--- src/spbu_regs.vh ---
// spbu_regs.vh: register map, field positions, reset values and timing
// assumes inclusion by spbu_link_bringup.v; definitions only
`ifndef SPBU_REGS_VH
`define SPBU_REGS_VH

// register byte offsets (apb, 32-bit aligned words)
`define SPBU_CTRL_OFS         8'h00
`define SPBU_EVENT_OFS        8'h04
`define SPBU_CFGMSG_OFS       8'h08
`define SPBU_STATUS_OFS       8'h0c

// ctrl fields
`define SPBU_CTRL_DUAL_BIT    0
`define SPBU_CTRL_SOLO_BIT    1
`define SPBU_CTRL_RST         2'h0

// event fields, write one to trigger
`define SPBU_EVT_POWER_ON_SELF_TEST_BIT     0
`define SPBU_EVT_TOTAL_BIT    1
`define SPBU_EVT_ABS_BIT      2
`define SPBU_EVT_ERP_BIT      3

// configure-port message fields
`define SPBU_CFG_RATE_LSB     0
`define SPBU_CFG_RATE_MSB     3
`define SPBU_CFG_REFL_BIT     4
`define SPBU_CFG_NORM_BIT     5
`define SPBU_CFG_RST          6'h00

// status fields
`define SPBU_ST_FSM_LSB       0
`define SPBU_ST_FSM_MSB       7
`define SPBU_ST_OPER_BIT      8
`define SPBU_ST_RATE_BIT      9
`define SPBU_ST_REFL_BIT      10
`define SPBU_ST_STEP_LSB      11
`define SPBU_ST_STEP_MSB      12
`define SPBU_ST_PRIV_BIT      13
`define SPBU_ST_PST_LSB       14
`define SPBU_ST_PST_MSB       15
`define SPBU_ST_OWED_LSB      16
`define SPBU_ST_OWED_MSB      17
`define SPBU_ST_AWAIT_LSB     18
`define SPBU_ST_AWAIT_MSB     19

// port states
`define SPBU_PST_DISABLED     2'h0
`define SPBU_PST_ENABLED      2'h1
`define SPBU_PST_READY        2'h2

// transmit character selection
`define SPBU_TX_NONE          2'h0
`define SPBU_TX_TRAIN         2'h1
`define SPBU_TX_IDLE          2'h2
`define SPBU_TX_READY_PAIR    2'h3

// character counts
`define SPBU_TRAIN_CHARS      8'hc8
`define SPBU_IDLE_CHARS       8'h0a
`define SPBU_READY_INIT       2'h1

// timing: clock rate and nominal dual-speed step lengths
`define SPBU_CLK_MHZ          250
`define SPBU_STEP0_US         400
`define SPBU_STEP1_US         200
`define SPBU_STEP2_US         100
`define SPBU_STEP3_US         300

`endif

--- src/spbu_sync2.v ---
// spbu_sync2.v: two-flop synchroniser for asynchronous level inputs
// assumes input levels are slow relative to pclk
`timescale 1ns/1ns
module spbu_sync2 #(
  parameter WIDTH = 1
) (
  // clock and reset
  input  wire             pclk,
  input  wire             presetn,
  // async level in, synchronised level out
  input  wire [WIDTH-1:0] async_in,
  output reg  [WIDTH-1:0] sync_out
);

  reg [WIDTH-1:0] meta;

  always @(posedge pclk or negedge presetn) begin
    if (!presetn) begin
      meta     <= {WIDTH{1'b0}};
      sync_out <= {WIDTH{1'b0}};
    end else begin
      meta     <= async_in;
      sync_out <= meta;
    end
  end

endmodule

--- src/spbu_link_bringup.v ---
// spbu_link_bringup.v: serial port bring-up, speed negotiation, reflect flag
// assumes transmitter/receiver logic on pclk; line fault comes from a pin
//
// Function
// - power_on_self_test, resets, recovery alert or rate renegotiation force disabled privileged
// - hold off while the line fault detector reports a fault
// - after fault clears run speed negotiation, then set operational
// - after operational, send at least ten idle characters
// - with one frame of receive space, send ready pair, decrement owed count
// - on peer ready pair decrement awaited count; then privileged traffic allowed
// - negotiation ends on sync plus decoded idle character: ready state
// - single speed: 200 training chars, enabled, idle chars until ready
// - dual speed cycles 400/400us, 200/200us, 400/100us, 200/300us
// - each step sets rate, forces disabled, starts timer, sends 200 training
// - step lengths within ten percent; kept at nominal
// - sync inside a step: enabled, switch training to idle chars
// - idle char decoded before timer expiry: ready, keep current rate
// - after fourth step fails restart at first step, forever
// - reflect indicator set makes ports reflect token chars, else forward
// - reflect set: solo/switch node, port stops operational, cfg reflect set
// - reflect cleared only: dual node, both operational, cfg reflect clear
`timescale 1ns/1ns
`include "spbu_regs.vh"
module spbu_link_bringup #(
  parameter [16:0] STEP0_CYC = `SPBU_STEP0_US * `SPBU_CLK_MHZ,
  parameter [16:0] STEP1_CYC = `SPBU_STEP1_US * `SPBU_CLK_MHZ,
  parameter [16:0] STEP2_CYC = `SPBU_STEP2_US * `SPBU_CLK_MHZ,
  parameter [16:0] STEP3_CYC = `SPBU_STEP3_US * `SPBU_CLK_MHZ
) (
  // clock and reset
  input  wire        pclk,
  input  wire        presetn,
  // apb slave
  input  wire        psel,
  input  wire        penable,
  input  wire        pwrite,
  input  wire [7:0]  paddr,
  input  wire [31:0] pwdata,
  output wire        pready,
  output reg  [31:0] prdata,
  output wire        pslverr,
  // line status
  input  wire        line_fault,
  input  wire        char_sync,
  input  wire        flag_decoded,
  input  wire        rx_ready_pair,
  input  wire        rx_space_avail,
  input  wire        peer_port_operational,
  // transmitter control
  input  wire        tx_char_done,
  output reg  [1:0]  tx_char_sel,
  output reg         rate_400,
  // port status
  output reg  [1:0]  port_state,
  output reg         privileged_mode,
  output reg         operational,
  output reg         privileged_traffic_ok,
  output reg         reflect_tokens_indicator
);

  localparam [7:0] ST_FAULT = 8'h01;
  localparam [7:0] ST_TRAIN = 8'h02;
  localparam [7:0] ST_ENAB  = 8'h04;
  localparam [7:0] ST_IDLE  = 8'h08;
  localparam [7:0] ST_BUF   = 8'h10;
  localparam [7:0] ST_PAIR  = 8'h20;
  localparam [7:0] ST_WAIT  = 8'h40;
  localparam [7:0] ST_UP    = 8'h80;

  reg  [7:0]  state;
  reg  [1:0]  step;
  reg  [16:0] timer;
  reg         timer_run;
  reg  [7:0]  chars;
  reg  [1:0]  owed_ready_count;
  reg  [1:0]  awaited_ready_count;
  reg  [1:0]  ctrl;
  reg  [5:0]  cfgmsg;
  reg         oper_prev;
  reg         peer_prev;
  reg  [16:0] next_step_cyc;
  reg  [31:0] next_prdata;
  reg  [1:0]  sync_fill;
  wire        line_fault_q;
  wire        line_fault_s;
  wire        dual_speed;
  wire        solo_node;
  wire        acc;
  wire        wr;
  wire        mapped;
  wire        evt_wr;
  wire        cfg_wr;
  wire        restart;
  wire        step_expired;
  wire [1:0]  next_step;
  wire        link_on;
  wire        peer_pair;

  spbu_sync2 #(
    .WIDTH (1)
  ) u_fault_sync (
    .pclk     (pclk),
    .presetn  (presetn),
    .async_in (line_fault),
    .sync_out (line_fault_q)
  );

  // synchroniser flops reset to no-fault; report a fault until they hold real samples
  always @(posedge pclk or negedge presetn) begin
    if (!presetn) begin
      sync_fill <= 2'h0;
    end else begin
      sync_fill <= {sync_fill[0], 1'b1};
    end
  end

  assign line_fault_s = line_fault_q | ~sync_fill[1];

  // apb decode, zero wait state
  assign pready  = 1'b1;
  assign acc     = psel & penable;
  assign wr      = acc & pwrite;
  assign mapped  = (paddr == `SPBU_CTRL_OFS) | (paddr == `SPBU_EVENT_OFS) |
                   (paddr == `SPBU_CFGMSG_OFS) | (paddr == `SPBU_STATUS_OFS);
  assign pslverr = acc & ~mapped;
  assign evt_wr  = wr & (paddr == `SPBU_EVENT_OFS);
  assign cfg_wr  = wr & (paddr == `SPBU_CFGMSG_OFS);

  assign dual_speed = ctrl[`SPBU_CTRL_DUAL_BIT];
  assign solo_node  = ctrl[`SPBU_CTRL_SOLO_BIT];

  assign restart = (evt_wr & (pwdata[`SPBU_EVT_POWER_ON_SELF_TEST_BIT] | pwdata[`SPBU_EVT_TOTAL_BIT] |
                    pwdata[`SPBU_EVT_ABS_BIT] | pwdata[`SPBU_EVT_ERP_BIT])) |
                   (cfg_wr & (|pwdata[`SPBU_CFG_RATE_MSB:`SPBU_CFG_RATE_LSB]));

  assign step_expired = timer_run & (timer == 17'h00000);
  assign next_step    = step + 2'h1;
  assign link_on      = (state == ST_IDLE) | (state == ST_BUF) | (state == ST_PAIR) |
                        (state == ST_WAIT) | (state == ST_UP);
  assign peer_pair    = rx_ready_pair & link_on & (awaited_ready_count != 2'h0);

  // step lengths at nominal, no deliberate tolerance
  always @* begin
    case (next_step)
      2'h0:    next_step_cyc = STEP0_CYC - 17'h00001;
      2'h1:    next_step_cyc = STEP1_CYC - 17'h00001;
      2'h2:    next_step_cyc = STEP2_CYC - 17'h00001;
      default: next_step_cyc = STEP3_CYC - 17'h00001;
    endcase
  end

  // registers
  always @(posedge pclk or negedge presetn) begin
    if (!presetn) begin
      ctrl   <= `SPBU_CTRL_RST;
      cfgmsg <= `SPBU_CFG_RST;
    end else begin
      if (wr & (paddr == `SPBU_CTRL_OFS)) begin
        ctrl <= pwdata[1:0];
      end
      if (cfg_wr) begin
        cfgmsg <= pwdata[5:0];
      end
    end
  end

  always @* begin
    next_prdata = 32'h00000000;
    case (paddr)
      `SPBU_CTRL_OFS: begin
        next_prdata[1:0] = ctrl;
      end
      `SPBU_CFGMSG_OFS: begin
        next_prdata[5:0] = cfgmsg;
      end
      `SPBU_STATUS_OFS: begin
        next_prdata[`SPBU_ST_FSM_MSB:`SPBU_ST_FSM_LSB]     = state;
        next_prdata[`SPBU_ST_OPER_BIT]                     = operational;
        next_prdata[`SPBU_ST_RATE_BIT]                     = rate_400;
        next_prdata[`SPBU_ST_REFL_BIT]                     = reflect_tokens_indicator;
        next_prdata[`SPBU_ST_STEP_MSB:`SPBU_ST_STEP_LSB]   = step;
        next_prdata[`SPBU_ST_PRIV_BIT]                     = privileged_mode;
        next_prdata[`SPBU_ST_PST_MSB:`SPBU_ST_PST_LSB]     = port_state;
        next_prdata[`SPBU_ST_OWED_MSB:`SPBU_ST_OWED_LSB]   = owed_ready_count;
        next_prdata[`SPBU_ST_AWAIT_MSB:`SPBU_ST_AWAIT_LSB] = awaited_ready_count;
      end
      default: begin
        next_prdata = 32'h00000000;
      end
    endcase
  end

  // read data captured in the setup cycle
  always @(posedge pclk or negedge presetn) begin
    if (!presetn) begin
      prdata <= 32'h00000000;
    end else if (psel & ~penable) begin
      prdata <= next_prdata;
    end
  end

  // bring-up sequencer
  always @(posedge pclk or negedge presetn) begin
    if (!presetn) begin
      state               <= ST_FAULT;
      step                <= 2'h0;
      timer               <= 17'h00000;
      timer_run           <= 1'b0;
      chars               <= 8'h00;
      rate_400            <= 1'b1;
      port_state          <= `SPBU_PST_DISABLED;
      privileged_mode     <= 1'b1;
      operational         <= 1'b0;
      owed_ready_count    <= `SPBU_READY_INIT;
      awaited_ready_count <= `SPBU_READY_INIT;
      tx_char_sel         <= `SPBU_TX_NONE;
    end else if (restart) begin
      state               <= ST_FAULT;
      step                <= 2'h0;
      timer_run           <= 1'b0;
      chars               <= 8'h00;
      port_state          <= `SPBU_PST_DISABLED;
      privileged_mode     <= 1'b1;
      operational         <= 1'b0;
      owed_ready_count    <= `SPBU_READY_INIT;
      awaited_ready_count <= `SPBU_READY_INIT;
      tx_char_sel         <= `SPBU_TX_NONE;
    end else begin
      if (timer_run & (timer != 17'h00000)) begin
        timer <= timer - 17'h00001;
      end
      if (cfg_wr & pwdata[`SPBU_CFG_NORM_BIT]) begin
        privileged_mode <= 1'b0;
      end
      if (peer_pair) begin
        awaited_ready_count <= awaited_ready_count - 2'h1;
      end
      case (state)
        ST_FAULT: begin
          if (!line_fault_s) begin
            state       <= ST_TRAIN;
            step        <= 2'h0;
            rate_400    <= 1'b1;
            timer       <= STEP0_CYC - 17'h00001;
            timer_run   <= dual_speed;
            chars       <= 8'h00;
            port_state  <= `SPBU_PST_DISABLED;
            tx_char_sel <= `SPBU_TX_TRAIN;
          end
        end
        ST_TRAIN: begin
          if (tx_char_done & (chars != `SPBU_TRAIN_CHARS)) begin
            chars <= chars + 8'h01;
          end
          if (step_expired) begin
            step        <= next_step;
            rate_400    <= ~next_step[0];
            timer       <= next_step_cyc;
            chars       <= 8'h00;
          end else if ((chars == `SPBU_TRAIN_CHARS) & (~dual_speed | char_sync)) begin
            state       <= ST_ENAB;
            port_state  <= `SPBU_PST_ENABLED;
            tx_char_sel <= `SPBU_TX_IDLE;
          end
        end
        ST_ENAB: begin
          if (char_sync & flag_decoded) begin
            state       <= ST_IDLE;
            port_state  <= `SPBU_PST_READY;
            operational <= 1'b1;
            timer_run   <= 1'b0;
            chars       <= 8'h00;
          end else if (step_expired) begin
            state       <= ST_TRAIN;
            step        <= next_step;
            rate_400    <= ~next_step[0];
            timer       <= next_step_cyc;
            chars       <= 8'h00;
            port_state  <= `SPBU_PST_DISABLED;
            tx_char_sel <= `SPBU_TX_TRAIN;
          end
        end
        ST_IDLE: begin
          if (tx_char_done) begin
            chars <= chars + 8'h01;
            if (chars == `SPBU_IDLE_CHARS - 8'h01) begin
              state <= ST_BUF;
            end
          end
        end
        ST_BUF: begin
          if (rx_space_avail) begin
            state       <= ST_PAIR;
            tx_char_sel <= `SPBU_TX_READY_PAIR;
          end
        end
        ST_PAIR: begin
          if (tx_char_done) begin
            state            <= ST_WAIT;
            tx_char_sel      <= `SPBU_TX_IDLE;
            owed_ready_count <= owed_ready_count - 2'h1;
          end
        end
        ST_WAIT: begin
          if ((awaited_ready_count == 2'h0) | peer_pair) begin
            state <= ST_UP;
          end
        end
        ST_UP: begin
          state <= ST_UP;
        end
        default: begin
          state <= ST_FAULT;
        end
      endcase
    end
  end

  always @(posedge pclk or negedge presetn) begin
    if (!presetn) begin
      privileged_traffic_ok <= 1'b0;
    end else begin
      privileged_traffic_ok <= (state == ST_UP) & ~restart;
    end
  end

  // reflect indicator; set beats clear
  always @(posedge pclk or negedge presetn) begin
    if (!presetn) begin
      reflect_tokens_indicator <= 1'b1;
      oper_prev                <= 1'b0;
      peer_prev                <= 1'b0;
    end else begin
      oper_prev <= operational;
      peer_prev <= peer_port_operational;
      if (solo_node |
          (oper_prev & ~operational) | (peer_prev & ~peer_port_operational) |
          (cfg_wr & pwdata[`SPBU_CFG_REFL_BIT])) begin
        reflect_tokens_indicator <= 1'b1;
      end else if (cfg_wr & ~pwdata[`SPBU_CFG_REFL_BIT] &
                   operational & peer_port_operational) begin
        reflect_tokens_indicator <= 1'b0;
      end
    end
  end

endmodule

--- config.mk ---
export PLATFORM = sky130hd
export DESIGN_NAME = spbu_link_bringup
export DESIGN_NICKNAME = d
export VERILOG_FILES = /design/src/spbu_sync2.v /design/src/spbu_link_bringup.v
export VERILOG_INCLUDE_DIRS = /design/src
export SDC_FILE = /design/constraint.sdc
export NUM_CORES = 1
export LEC_CHECK = 0
export ABC_AREA = 1
export ABC_CLOCK_PERIOD_IN_PS = 1800
export BUFFER_PORTS_ARGS = -buffer_cell sky130_fd_sc_hd__buf_2
export CORE_MARGIN = 1
export CORE_UTILIZATION = 50
export DETAILED_ROUTE_END_ITERATION = 6
export PLACE_DENSITY = 0.76
export SLEW_MARGIN = 25
export SYNTH_ARGS = -nofsm -noshare
export SYNTH_HDL_FRONTEND = slang
export SYNTH_SLANG_ARGS = --single-unit
--- constraint.sdc ---
create_clock -name pclk -period 1.8 [get_ports pclk]
set_input_delay 0.36 -clock pclk [delete_from_list [all_inputs] [get_ports pclk]]
set_output_delay 0.36 -clock pclk [all_outputs]
set_load 0.05 [all_outputs]
==> metrics.txt <==
synth-to-layout area growth=37.7%; RSZ-0062 raised after global routing=true; CP max stage delay=0.42 ns; crit-path max FO=5; Die Height=101 um; HPWL after DPL=9810 um; worst-skew pair later-pin latency=0.38 ns; final setup vio count=39; final setup TNS=-3.88 ns; Cell Area, Synth=4890 um2; register area share after synthesis=42.6%; Longest Clk Path Bufs=2; Rows=35; Overall Power=7300 uW; number of synthesized register bits=83; antenna violations before repair=0; initial core utilization=52.2%; first-pass GRT wire length=22000 um; FF-to-FF Start=timer[11]; DRC=0; Synth cell types=40; clk_skew=0.0128 ns; main combinational cell family by area after synthesis=simple AND/OR/NAND/NOR gates; Crit Path Class=reg2reg; Slew headroom=43.3%; RePlAce Congestion=0.926; Num CTS Buffers=9; overall routed net length=14600 um; crit path from=timer[11]; Setup crit end=timer[7]; GRT Total Usage=27.9%; max-cap viol count=0; multiplexer area fraction after synthesis=0%; chip width=101 um; Synth Instances=652; status=finished with violations; Clock transition at path regs=0.10 ns; worst hold-check path type=in2reg; NumNets Final=874; antenna viol nets, final=0; Final WS setup=-0.204 ns; Synth Area in Compound Gates=9.29%; crit share post-route=111%; TritonCTS clock tree=yes; LEAKAGE=0.00340 uW; # diodes=0; Layout Cells excl Fill=950; core area=9370 um2; CP arrival=2.31 ns; dpl ws=-0.289 ns; power per cell area=1080 nW/um2; GRT Residual Overflow=0; cells along the critical path=nor2_1 -> nand2_1 -> nor2_4 -> nand3_2 -> nor2_4 -> buf_4 -> nand2_2 -> nand2_4 -> buf_4 -> a21oi_1 -> a21oi_1; initial DRC count=354; Fillers=695; CP Capture Type=flip-flop; Inst Count DP=910; clock root buffer=clkbuf_8; Die Area=10200 um2; Synth Area in Simple Gates=33.9%; number of global-route vias before repair=4705; Critical Path Source Type=flip-flop; failing checks=setup timing; fmax=499 MHz; final count of hold timing violations=0; synthesized-area fraction occupied by xor and xnor cells=3.22%; Least-Margin Pin Slew=0.850 ns; slack of the worst reg-to-reg path=-0.20 ns; CP max stage cell=dfrtp_1; drt pass-1 iters=6; count of pins over their slew limit=0; Synth Area per Inst=7.50 um2; RR Endpoint=timer[7]; Required @ worst endpoint=2.11 ns; maximum VDD drop=0.581 mV; via count=5088; # port buffers=55; largest net degree at the start of global routing=34; worst r2r path cells=11; CTS sink count=83; H-tree depth=3; Routed WL per cell=15.4 um; fraction of final layout cells sized beyond drive strength 1=37.3%; Vias/cell=5.36; fin area=6730 um2; adder-cell share of the synthesized area=1.54%; post-route minimum period=2.00 ns; I/O pin count=95; placed inst area=5880 um2; Ys Warns=0
[layer usage]
layer	share of wire (%)	track usage (%)	up-vias
met5	0	0	-
met4	2.4	9.92	0
met3	7.7	5.83	47
met2	49	47.3	240
met1	41	35.3	2425
li1	-	-	2376
[power by group]
| part | internal [uW] | switching [uW] |
|---|---|---|
| clock network | 806 | 789 |
| logic | 1380 | 2060 |
| registers | 2090 | 178 |
| total | 4280 | 3020 |
[through the flow]
step	utilization, %	hold WS (ns)
6_report	71.8	0.0859
3_5_place_dp	62.8	0.289
5_1_grt	71.8	0.0788
2_1_floorplan	-	0.0644
4_1_cts	67.3	0.0876
3_3_place_gp	62.8	0.282
[logic make-up (layout without fill, tap and decap cells)]
logic type,count (synthesis),after routing
buf+inv,102,259
flops,83,83
simple gates,362,362
xor+xnor,18,18
compound gates,79,79
fa+ha+maj,6,6
other cells,2,14
[cell type report]
cell class              instances  area (um2)  share of cell area (%)
inverters                      76         290                    4.31
clock buffers                   9         124                    1.84
multi-input cells             479        2780                    41.3
flip-flops and latches         83        2080                    31.0
well taps                     129         161                    2.40
clock inverters                 7         105                    1.56
repair buffers                167        1190                    17.6
[worst max-delay path: cells and delay by family (launching register included)]
kind / cells / cell delay, ns
AOI/OAI and AO/OA: 2 / 0.20
buffers and inverters: 2 / 0.28
DFF: 1 / 0.42
and+or+nand+nor: 7 / 1.01
[sequential cells by signal, indices dropped and copies added (netlist names), 2 cells and up]
name and flops:
awaited_ready_count 2, cfgmsg 6, chars 8, ctrl 2, owed_ready_count 2, port_state 2, prdata 20, state 8
step 2, sync_fill 2, timer 17, tx_char_sel 2
[cell usage after synthesis (all sizes together)]
cell | n | area share, %
o2111ai | 1 | 0.18
nor3 | 7 | 0.72
o21bai | 1 | 0.15
ha | 6 | 1.5
nand3b | 2 | 0.31
clkbuf | 7 | 0.54
nor4 | 2 | 0.26
conb | 2 | 0.15
buf | 19 | 2.8
and2 | 1 | 0.13
a31oi | 4 | 0.51
nor2 | 98 | 9.5
inv | 76 | 5.9
xnor2 | 3 | 0.54
o31ai | 11 | 1.7
nor3b | 1 | 0.15
nand4 | 6 | 0.90
o21ai | 39 | 4.2
or2 | 3 | 0.38
a21oi | 18 | 1.8
nand3 | 58 | 6.6
o22ai | 3 | 0.38
nand2 | 184 | 15
dfstp | 6 | 3.2
xor2 | 15 | 2.7
o211ai | 2 | 0.31
dfrtp | 77 | 39
[worst min-delay path by stage]
stage / to / cells after the start / from
2_1_floorplan: awaited_ready_count[1] / 0 / presetn
3_3_place_gp: prdata[1] / 1 / presetn
3_5_place_dp: prdata[0] / 1 / presetn
4_1_cts: u_fault_sync.meta / 1 / line_fault
5_1_grt: u_fault_sync.meta / 1 / line_fault
6_report: u_fault_sync.meta / 1 / line_fault
[cells in the final DEF, fill, tap and decap left out, types with 3 or more instances in the layout]
master / synthesis / layout
nand2_2: 10 / 22
nor2_2: 12 / 16
conb_1: 2 / 14
o31ai_1: 11 / 11
inv_2: 3 / 8
nand3_2: 6 / 12
nor3_1: 7 / 6
nor2_1: 78 / 62
o21ai_1: 9 / 8
clkbuf_8: 0 / 9
ha_1: 6 / 4
dfrtp_1: 77 / 77
nand3_1: 52 / 41
a31oi_1: 4 / 4
nand3_4: 0 / 5
buf_2: 3 / 54
buf_6: 1 / 14
o21ai_0: 29 / 21
nor2_4: 7 / 19
nand2_1: 172 / 152
nand4_1: 5 / 5
dfstp_2: 6 / 6
inv_6: 0 / 3
nand2_4: 2 / 9
buf_4: 15 / 97
o21ai_2: 0 / 9
a21oi_1: 18 / 15
xor2_1: 15 / 14
xnor2_1: 3 / 3
inv_1: 72 / 66
[repair_timing]
item                                    CTS  global route
hold endpoints to repair                 22             0
setup buffers                             7            16
endpoints found under the setup margin   36            43
hold buffers                              1             0
pin swaps                                19            37
gates cloned                              1             0
resized for setup                        42            82
(Power assumes the default switching activity.)
